## config.mk

```make
export PLATFORM = sky130hd
export DESIGN_NAME = acc_top
export DESIGN_NICKNAME = d
export VERILOG_FILES = /design/src/common/acc_pkg.sv /design/src/hw/acc_edge.sv /design/src/hw/acc_sync.sv /design/src/hw/acc_top.sv
export SDC_FILE = /design/constraint.sdc
export NUM_CORES = 1
export LEC_CHECK = 0
export BUFFER_PORTS_ARGS = -buffer_cell sky130_fd_sc_hd__buf_4
export CAP_MARGIN = 20
export CORE_MARGIN = 2
export CORE_UTILIZATION = 40
export CTS_BUF_LIST = sky130_fd_sc_hd__clkbuf_8
export CTS_CLUSTER_SIZE = 14
export DETAILED_ROUTE_END_ITERATION = 16
export PLACE_DENSITY = 0.67
export SLEW_MARGIN = 20
export SYNTH_ARGS = -nofsm -noshare
export SYNTH_HDL_FRONTEND = slang
export SYNTH_SLANG_ARGS = --single-unit
```

## constraint.sdc

```tcl
create_clock -name ref_clk -period 1.3 [get_ports ref_clk]
set_input_delay 0.13 -clock ref_clk [delete_from_list [all_inputs] [get_ports ref_clk]]
set_output_delay 0.13 -clock ref_clk [all_outputs]
set_load 0.01 [all_outputs]
```

## src/common/acc_pkg.sv

```systemverilog
// shared constants, types and helpers for the comparator control block
// Notes on behaviour
// [RULE_01] comparator output synchronised, one to two cycles
// [RULE_02] edge field: toggle, reserved, falling, rising
// [RULE_03] matching synchronised event sets the flag
// [RULE_04] request needs flag, enable and global enable
// [RULE_05] flag clears when the handler vectors
// [RULE_06] writing one clears flag, zero keeps it
// [RULE_07] disable bit switches comparator power off
// [RULE_08] software clears enable before changing disable
// [RULE_09] software clears enable before changing edge field
// [RULE_10] bandgap select picks positive input source
// [RULE_11] route bit feeds comparator to timer capture
// [RULE_12] software also sets timer capture interrupt enable
// [RULE_13] bandgap negative unless mux on, converter off
// [RULE_14] channel code picks negative input, two unavailable
// [RULE_15] mux enable at bit six, converter register
// [RULE_16] software clears converter power reduction first
// [RULE_17] buffer off forces port input bit zero
// [RULE_18] converter enable gates the mux selection
// [RULE_19] edges from previous cycle, none while disabled
// [RULE_20] controls reset zero, status follows synchroniser
`default_nettype none
package acc_pkg;
  // register offsets on the plain register port
  localparam int ACC_ADDR_W = 3;
  localparam logic [2:0] ACC_OFF_CONV_B = 3'h0;
  localparam logic [2:0] ACC_OFF_CMP_CS = 3'h1;
  localparam logic [2:0] ACC_OFF_DIN_DIS = 3'h2;
  localparam logic [2:0] ACC_OFF_NEG_CHAN = 3'h3;
  // field positions
  localparam int ACC_MUX_EN_BIT = 6;
  localparam int ACC_PWR_OFF_BIT = 7;
  localparam int ACC_POS_BG_BIT = 6;
  localparam int ACC_OUT_BIT = 5;
  localparam int ACC_FLAG_BIT = 4;
  localparam int ACC_IRQ_EN_BIT = 3;
  localparam int ACC_CAP_BIT = 2;
  localparam int ACC_EDGE_LO = 0;
  localparam int ACC_BUF_OFF_BIT = 0;
  // reset values
  localparam logic [7:0] ACC_RST_REG = 8'h00;
  localparam logic [2:0] ACC_RST_CHAN = 3'h0;
  // synchroniser: two stages, two asynchronous levels carried
  localparam int ACC_SYNC_W = 2;

  typedef enum logic [1:0] {
    ACC_EDGE_TOGGLE = 2'h0,
    ACC_EDGE_RSVD = 2'h1,
    ACC_EDGE_FALL = 2'h2,
    ACC_EDGE_RISE = 2'h3
  } acc_edge_t;

  // software controls of the comparator control/status register
  typedef struct packed {
    logic power_off;
    logic pos_bandgap;
    logic irq_flag;
    logic irq_enable;
    logic capture_route;
    acc_edge_t edge_sel;
  } acc_csr_t;

  // selections handed to the analog comparator core
  typedef struct packed {
    logic power_off;
    logic pos_bandgap;
    logic neg_bandgap;
    logic neg_chan_valid;
    logic [2:0] neg_chan;
  } acc_ana_t;

  // channel codes 010 and 011 have no pin behind them
  function automatic logic acc_chan_ok(input logic [2:0] code);
    acc_chan_ok = (code != 3'h2) && (code != 3'h3);
  endfunction : acc_chan_ok

  // read view of the control/status register
  function automatic logic [7:0] acc_csr_view(input acc_csr_t c,
                                              input logic out_sync);
    acc_csr_view = {c.power_off, c.pos_bandgap, out_sync, c.irq_flag,
                    c.irq_enable, c.capture_route, c.edge_sel};
  endfunction : acc_csr_view
endpackage : acc_pkg
`default_nettype wire

```

## src/hw/acc_edge.sv

```systemverilog
// edge detector choosing the comparator interrupt event
`default_nettype none
module acc_edge
  import acc_pkg::*;
(
  input wire logic ref_clk, // core clock
  input wire logic resetn, // synchronous reset, active low
  input wire logic cur, // synchronised comparator output
  input wire acc_edge_t mode, // selected event kind
  input wire logic power_off, // comparator switched off
  output logic event_hit // one-cycle pulse on a matching event
);
  logic prev;
  logic next_prev;
  logic rise;
  logic fall;

  // previous value keeps tracking while off, so no stale edge later
  always_comb begin
    next_prev = cur;
  end

  always_ff @(posedge ref_clk) begin
    if (!resetn) begin
      prev <= 1'b0;
    end else begin
      prev <= next_prev; // [RULE_19]
    end
  end

  // compare with the previous cycle, silent while powered down
  always_comb begin
    rise = cur & ~prev; // [RULE_19]
    fall = ~cur & prev; // [RULE_19]
    case (mode)
      ACC_EDGE_TOGGLE: event_hit = (rise | fall) & ~power_off; // [RULE_02]
      ACC_EDGE_FALL: event_hit = fall & ~power_off; // [RULE_02]
      ACC_EDGE_RISE: event_hit = rise & ~power_off; // [RULE_02]
      default: event_hit = 1'b0; // reserved code raises nothing [RULE_02]
    endcase
  end
endmodule : acc_edge
`default_nettype wire

```

## src/hw/acc_sync.sv

```systemverilog
// two-stage synchroniser for the asynchronous comparator and pin levels
`default_nettype none
module acc_sync
  import acc_pkg::*;
(
  input wire logic ref_clk, // core clock
  input wire logic resetn, // synchronous reset, active low
  input wire logic [ACC_SYNC_W-1:0] async_in, // levels from outside
  output logic [ACC_SYNC_W-1:0] sync_out // levels in core domain
);
  logic [ACC_SYNC_W-1:0] stage1;
  logic [ACC_SYNC_W-1:0] next_stage1;
  logic [ACC_SYNC_W-1:0] next_sync_out;

  // first stage is read only by the second stage
  always_comb begin
    next_stage1 = async_in;
    next_sync_out = stage1;
  end

  always_ff @(posedge ref_clk) begin
    if (!resetn) begin
      stage1 <= '0;
      sync_out <= '0;
    end else begin
      stage1 <= next_stage1; // [RULE_01]
      sync_out <= next_sync_out; // [RULE_01]
    end
  end
endmodule : acc_sync
`default_nettype wire

```

## src/hw/acc_top.sv

```systemverilog
// comparator control: registers, flag, interrupt, input routing
`default_nettype none
module acc_top
  import acc_pkg::*;
(
  input wire logic ref_clk, // core clock, 25 MHz
  input wire logic resetn, // synchronous reset, active low
  input wire logic [ACC_ADDR_W-1:0] reg_addr, // register address
  input wire logic [7:0] reg_wdata, // write data
  input wire logic reg_wr, // write strobe, one cycle
  input wire logic reg_rd, // read strobe, one cycle
  output logic [7:0] reg_rdata, // read data, cycle after strobe
  input wire logic cmp_raw, // raw comparator output, asynchronous
  input wire logic pos_pin_raw, // raw digital level of positive pin
  input wire logic converter_enable, // converter switched on
  input wire logic global_irq_enable, // core status global enable
  input wire logic irq_vector_ack, // pulse: handler vector taken
  output logic irq_req, // comparator interrupt request, level
  output logic capture_in, // comparator level to timer capture
  output logic pos_pin_in, // port input bit of the positive pin
  output acc_ana_t ana_sel // selections for the analog core
);
  ////////////////////////////////////////////////////////////////////
  // synchronisers and edge detection
  logic [ACC_SYNC_W-1:0] sync_lv;
  logic cmp_out_sync;
  logic pin_sync;
  logic edge_event;
  acc_csr_t csr;
  acc_csr_t next_csr;
  logic neg_mux_enable;
  logic next_neg_mux_enable;
  logic pos_pin_buffer_off;
  logic next_pos_pin_buffer_off;
  logic [2:0] neg_channel_code;
  logic [2:0] next_neg_channel_code;
  logic [7:0] next_reg_rdata;
  logic wr_conv;
  logic wr_cs;
  logic wr_din;
  logic wr_chan;

  acc_sync u_sync (
    .ref_clk(ref_clk),
    .resetn(resetn),
    .async_in({pos_pin_raw, cmp_raw}),
    .sync_out(sync_lv)
  );

  // status bit follows the synchroniser from reset onward
  assign cmp_out_sync = sync_lv[0]; // [RULE_01] [RULE_20]
  assign pin_sync = sync_lv[1];

  acc_edge u_edge (
    .ref_clk(ref_clk),
    .resetn(resetn),
    .cur(cmp_out_sync),
    .mode(csr.edge_sel),
    .power_off(csr.power_off),
    .event_hit(edge_event)
  );

  ////////////////////////////////////////////////////////////////////
  // write decode
  always_comb begin
    wr_conv = reg_wr && (reg_addr == ACC_OFF_CONV_B);
    wr_cs = reg_wr && (reg_addr == ACC_OFF_CMP_CS);
    wr_din = reg_wr && (reg_addr == ACC_OFF_DIN_DIS);
    wr_chan = reg_wr && (reg_addr == ACC_OFF_NEG_CHAN);
  end

  // control/status next values; a new event beats any clear
  always_comb begin
    next_csr = csr;
    if (wr_cs) begin
      next_csr.power_off = reg_wdata[ACC_PWR_OFF_BIT]; // [RULE_07]
      next_csr.pos_bandgap = reg_wdata[ACC_POS_BG_BIT]; // [RULE_10]
      next_csr.irq_enable = reg_wdata[ACC_IRQ_EN_BIT]; // [RULE_04]
      next_csr.capture_route = reg_wdata[ACC_CAP_BIT]; // [RULE_11]
      next_csr.edge_sel = acc_edge_t'(reg_wdata[ACC_EDGE_LO+:2]);
      if (reg_wdata[ACC_FLAG_BIT]) begin
        next_csr.irq_flag = 1'b0; // write one clears [RULE_06]
      end
    end
    if (irq_vector_ack) begin
      next_csr.irq_flag = 1'b0; // cleared on vectoring [RULE_05]
    end
    if (edge_event) begin
      next_csr.irq_flag = 1'b1; // [RULE_03]
    end
  end

  // the other three registers hold plain control bits
  always_comb begin
    next_neg_mux_enable = neg_mux_enable;
    next_pos_pin_buffer_off = pos_pin_buffer_off;
    next_neg_channel_code = neg_channel_code;
    if (wr_conv) begin
      next_neg_mux_enable = reg_wdata[ACC_MUX_EN_BIT]; // [RULE_15]
    end
    if (wr_din) begin
      next_pos_pin_buffer_off = reg_wdata[ACC_BUF_OFF_BIT]; // [RULE_17]
    end
    if (wr_chan) begin
      next_neg_channel_code = reg_wdata[2:0];
    end
  end

  // all controls reset to zero
  always_ff @(posedge ref_clk) begin
    if (!resetn) begin
      csr <= acc_csr_t'(ACC_RST_REG[6:0]); // [RULE_20]
      neg_mux_enable <= ACC_RST_REG[ACC_MUX_EN_BIT]; // [RULE_20]
      pos_pin_buffer_off <= ACC_RST_REG[ACC_BUF_OFF_BIT];
      neg_channel_code <= ACC_RST_CHAN;
    end else begin
      csr <= next_csr;
      neg_mux_enable <= next_neg_mux_enable;
      pos_pin_buffer_off <= next_pos_pin_buffer_off;
      neg_channel_code <= next_neg_channel_code;
    end
  end

  ////////////////////////////////////////////////////////////////////
  // read path: data stands in the cycle after the strobe only
  always_comb begin
    next_reg_rdata = 8'h00;
    if (reg_rd) begin
      case (reg_addr)
        ACC_OFF_CONV_B: next_reg_rdata[ACC_MUX_EN_BIT] = neg_mux_enable;
        ACC_OFF_CMP_CS: next_reg_rdata = acc_csr_view(csr, cmp_out_sync);
        ACC_OFF_DIN_DIS:
          next_reg_rdata[ACC_BUF_OFF_BIT] = pos_pin_buffer_off;
        ACC_OFF_NEG_CHAN: next_reg_rdata[2:0] = neg_channel_code;
        default: next_reg_rdata = 8'h00; // unmapped reads zero
      endcase
    end
  end

  always_ff @(posedge ref_clk) begin
    if (!resetn) begin
      reg_rdata <= 8'h00;
    end else begin
      reg_rdata <= next_reg_rdata;
    end
  end

  ////////////////////////////////////////////////////////////////////
  // outputs to core, timer, port and analog core
  // software must drop the enable before touching power or edge
  // fields, else the change itself may raise a request [RULE_08]
  // [RULE_09]
  assign irq_req = csr.irq_flag & csr.irq_enable &
                   global_irq_enable; // [RULE_04]

  // timer front end filters and picks its own edge
  assign capture_in = csr.capture_route & cmp_out_sync; // [RULE_11]

  // buffer off holds the port bit low whatever the pin does
  assign pos_pin_in = pin_sync & ~pos_pin_buffer_off; // [RULE_17]

  // the converter owns its mux while on, so the comparator loses it;
  // converter power reduction must be cleared by software [RULE_16]
  always_comb begin
    ana_sel.power_off = csr.power_off; // [RULE_07]
    ana_sel.pos_bandgap = csr.pos_bandgap; // [RULE_10]
    ana_sel.neg_bandgap = ~neg_mux_enable | converter_enable; // [RULE_13]
    ana_sel.neg_chan = neg_channel_code; // [RULE_14]
    ana_sel.neg_chan_valid = neg_mux_enable & ~converter_enable & // [RULE_18]
                             acc_chan_ok(neg_channel_code); // [RULE_14]
  end
endmodule : acc_top
`default_nettype wire
```

Word-level counts from Yosys, hierarchy flattened. Index checks and enable logic that the tools add are counted.

Register bits: 25. Latch bits: 0. RAM bits: 0. Bits in read-only memories: 0. Output and inout port bits: 18. Memories kept: 0.

$add $sub $neg: 0. $mul: 0. Div/mod/pow operators: 0. $lt $le $gt $ge: 0. Equality and inequality tests: 7. Shift operators: 0. Multiplexer cells: 8. Bitwise logic cells: 19. Reductions and logical operators: 12.

Operators by type and width (number): $and A1 B1 Y1 (11); $eq A3 B2 Y1 const B (2); $ne A3 B2 Y1 const B (2); $not A1 Y1 (6); $pmux W1 S3 (2); $reduce_bool A3 Y1 (2); $logic_and A1 B1 Y1 (5); $mux W5 (1); $eq A2 B2 Y1 const B (2); $pmux W2 S2 (1); $reduce_and A2 Y1 (2); $eq A3 B1 Y1 const B (1); $logic_not A3 Y1 (1); $mux W1 (3); $reduce_and A3 Y1 (1); $logic_not A2 Y1 (1); $or A1 B1 Y1 (2); $pmux W1 S2 (1).

Logic depth before layout (Yosys ltp).
Depth in word-level cells: 7. Gate-level depth with buffers: 5.

By module. A second synthesis with hierarchy kept.

Cells, all modules: 103. Area total of the unflattened synthesis: 1063.5 um^2.

By module, submodules not included: acc_top (times used 1, cells each 86, area an instance 867.1 um^2, sequential area each 400.4 um^2); acc_sync (times used 1, cells each 8, area an instance 105.1 um^2, sequential area each 80.1 um^2); acc_edge (times used 1, cells each 9, area an instance 91.3 um^2, sequential area each 20.0 um^2).

Worst setup path after synthesis. Ideal clock, no wire load.

Kind: register to register. From: reg u_edge.prev. To: reg csr[4] in the netlist's numbering. Arrival time: 1.130 ns. Data required time: 1.242 ns. Setup slack: 0.112 ns. Cell stages (with the launch flop): 6. Path buffers: 0. Clock period less this slack: 1.188 ns. Cell sequence: dfxtp_1 > inv_1 > ha_1 > o21ba_2 > a211oi_1 > o21a_1.

Word-level cells in the longest chain between the ends: 7. Elaborated cells between the ends (all ways): 12.

Ends and longest elaborated chain: start: declaration (line acc_edge.sv:13) `logic prev;`; start signal: assignment (line acc_edge.sv:27) `prev <= next_prev;`; $not A1 Y1 (line acc_edge.sv:33) `rise = cur & ~prev;`; $and A1 B1 Y1 (line acc_edge.sv:33); $or A1 B1 Y1 (line acc_edge.sv:36) `ACC_EDGE_TOGGLE: event_hit = (rise | fall) & ~power_off;`; $and A1 B1 Y1 (line acc_edge.sv:36); $pmux W1 S3 * (line acc_edge.sv:35) `case (mode)`; $reduce_bool A3 Y1 (no source line); $reduce_and A2 Y1 (no source line); end signal: assignment (line acc_top.sv:112) `csr <= acc_csr_t'(ACC_RST_REG[6:0]);`; end signal: assignment (line acc_top.sv:117) `csr <= next_csr;`; end: declaration (line acc_top.sv:29) `acc_csr_t csr;`.

Every way passes the cells marked *; elsewhere a longest branch is shown, timed or not. A chain may end at the register's enable or synchronous reset.

Worst setup path in the final report. Same ends and word-level chain as after synthesis.

==> impl_metrics.ini <==
[critical_path]
critical_path.max_fanout = 2
startpoint_class = flop
arrival_worst_endpoint_ns = 1.46
crit_path_cell_trace = inv_1 > ha_1 > o21ba_2 > a211oi_1 > o21a_1
timing.reg2reg.worst_path_depth = 5
path_class = reg2reg
crit_required_ns = 1.51
cp_slowest_cell = dfxtp_2
type_of_element_capturing_the_critical_path = flop
timing.critical_path.slowest_cell_delay_ns = 0.33

[global_routing]
gr-total-overflow = 0
grt_usage_pct = 14.1
grt_pass1_vias = 703
largest_net_degree_at_the_start_of_global_routing = 19
first_pass_grt_wire_length_um = 3000
antenna_found_initial = 0

[min_path]
timing.hold.worst.class = in2reg
timing.hold.worst_path_depth = 2

[timing]
fmaxAchievable_mhz = 804
final-setup-viol-count = 0
drv_slew = 0
period_needed_ns = 1.24
grt_setup_unrepaired = no
finClkSkew_ns = 0.000887
relSlewSlack_pct = 71.8
worst-slew-pin-transition_ns = 0.422
setup-tns-final_ns = 0
timing.final.hold_violations = 0
period_share_pct = 95.7

[clocking]
cts_num_sinks = 25
cts.clk_slew.worst_paths_ns = 0.08
postCtsHoldBufs = 0
cts_buffers = 3
clockBufferDepth = 2
cts_tree = done
setup_repair_bufs_after_cts = 0
cts-root-buf = clkbuf_8
ctsHtreeMaxLevel = 1
insertion_delay_ns = 0.26

[floorplan]
dieArea_sq_mm = 0.00303
die_width_um = 55.0
start_util_pct = 42.1
die-height_um = 55.0
io_pins = 38
std_cell_rows = 18
core_area_sq_mm = 0.00248

[yosys]
synth-edff-count = 0
syn-instance-count = 96
yosys_most_used_dff = dfxtp_1
post-synth-top-area-cell = dfxtp_1
yosys.area.top_type_share_pct = 48.0
synth.avg_cell_area_sq_um = 10.9
asyncSetResetFlopFracSynth_pct = 0
ys_warn_count = 0
synth-seq-cells = 25
seq_area_frac_synth_pct = 48.0
syn-cell-area_sq_mm = 0.00104
synth_cell_types = 27
synthTopCellsByArea = dfxtp_1, mux2i_1, nor2b_1, and2_1, ha_1
syn_nets = 118

[drt]
detail_route.wl_per_cell_um = 12.3
wirelength_um = 1990
routed-via-count = 767
number_of_remaining_drc_errors = 0
drt_pass1_iterations = 4
drt-initial-drc-count = 3
number_of_antenna_violating_nets_in_the_routed_design = 0
post_drt_via_cell_ratio = 4.73

[placed_design]
io_buffer_count = 36
gp_congestion = 0.664
detailedPlacementHpwl_um = 1530
dpl-instance-area_sq_mm = 0.00132

[layout]
post_layout_nets = 155
synthToLayoutAreaGrowth_pct = 31.2
final_area_sq_mm = 0.00137
seq_area_sq_um = 502
post_route_cells_drive_above_1_share_pct = 35.6
final_antenna_diode_count = 0
layout_fillers = 240
multi_input_comb_area_sq_um = 479

[pwr]
ir_drop_uv = 755
power.static_leakage_nw = 0.594
power.density_cell_area_mw_per_mm2 = 995

[outcome]
outcome = complete, no violations

[job]
cap_violations = 0
metal layers:
metal  part of all wire, %  GRT usage, %
met1                    44          17.1
met2                    49          23.4
met3                   5.5          2.96
met4                   1.0          7.32
met5                     0             0
repair_timing:
item / CTS / global route
resized for setup: 0 / 1
endpoints found under the hold margin: 0 / 0
setup endpoints to repair: 0 / 1
through the flow:
step           util [%]  worst slack (ns)  hold slack [ns]  instances  power, mW
5_1_grt            55.2           0.00160           0.0694        162       1.43
2_1_floorplan         -             0.112            0.257         96      0.881
6_report           55.2            0.0560           0.0737        162       1.36
3_5_place_dp       53.3            0.0450            0.343        158      0.946
4_1_cts            55.2            0.0215           0.0698        162       1.38
3_3_place_gp       53.3            0.0722            0.340        158      0.942
registers in the layout (all words and copies together) (netlist names):
signal and count:
neg_mux_enable 1, pos_pin_buffer_off 1, neg_channel_code 3, reg_rdata 8
csr 5, ana_sel 2, u_sync.next_sync_out 2, u_sync.sync_out 2
u_edge.prev 1
final cells by class:
class	count	share of cell area, %
multi-input combinational	61	35.0
timing repair buffer	39	21.4
clock inverter	1	0.274
inverter	3	0.823
clock buffer	3	3.02
sequential	25	36.7
tap	30	2.74
report_power, final:
group | switching [mW] | internal [mW]
combinational | 0.0522 | 0.0819
sequential | 0.0109 | 0.782
clock | 0.224 | 0.211
total | 0.287 | 1.07
final timing paths:
check | slack (ns) | start | endpoint
max reg2reg | 0.06 | u_edge.prev | csr[4]
min reg2reg | 0.44 | u_sync.next_sync_out[0] | u_sync.sync_out[0]
max | 0.06 | u_edge.prev | csr[4]
min | 0.07 | cmp_raw | u_sync.next_sync_out[0]
critical path, delay by kind of cell, from the launching register on:
family | cells | cell delay (ns)
adders and majority gates | 1 | 0.28
buffers and inverters | 1 | 0.04
AOI/OAI and AO/OA | 3 | 0.53
DFF | 1 | 0.33
cell usage after synthesis (2+ instances only):
| cell | n |
|---|---|
| mux2i_1 | 15 |
| inv_1 | 3 |
| dfxtp_1 | 25 |
| nand3b_1 | 2 |
| buf_6 | 2 |
| nor2b_1 | 12 |
| ha_1 | 2 |
| nand2b_1 | 2 |
| and2_1 | 10 |
| a21oi_1 | 3 |
| nor2_1 | 2 |
| buf_4 | 2 |
| nand4b_1 | 2 |
logic make-up (layout without fill, tap and decap cells):
family,after synthesis,count (layout),synth area share [%]
AOI/OAI and AO/OA,6,6,3.84
adders and majority gates,2,2,2.40
buffers and inverters,10,46,6.00
DFF,25,25,48.0
muxes,16,16,15.5
and+or+nand+nor,37,37,24.2
cell usage in the layout, fill, tap and decap left out, drive strengths merged, types with 2 or more instances in the layout:
cell,instances
nand2b,2
dfxtp,25
and2,10
nand3b,2
inv,4
clkbuf,3
nor2b,12
buf,39
nand4b,2
nor2,2
mux2i,15
a21oi,3
and4bb,2
ha,2
(Power assumes the default switching activity.)
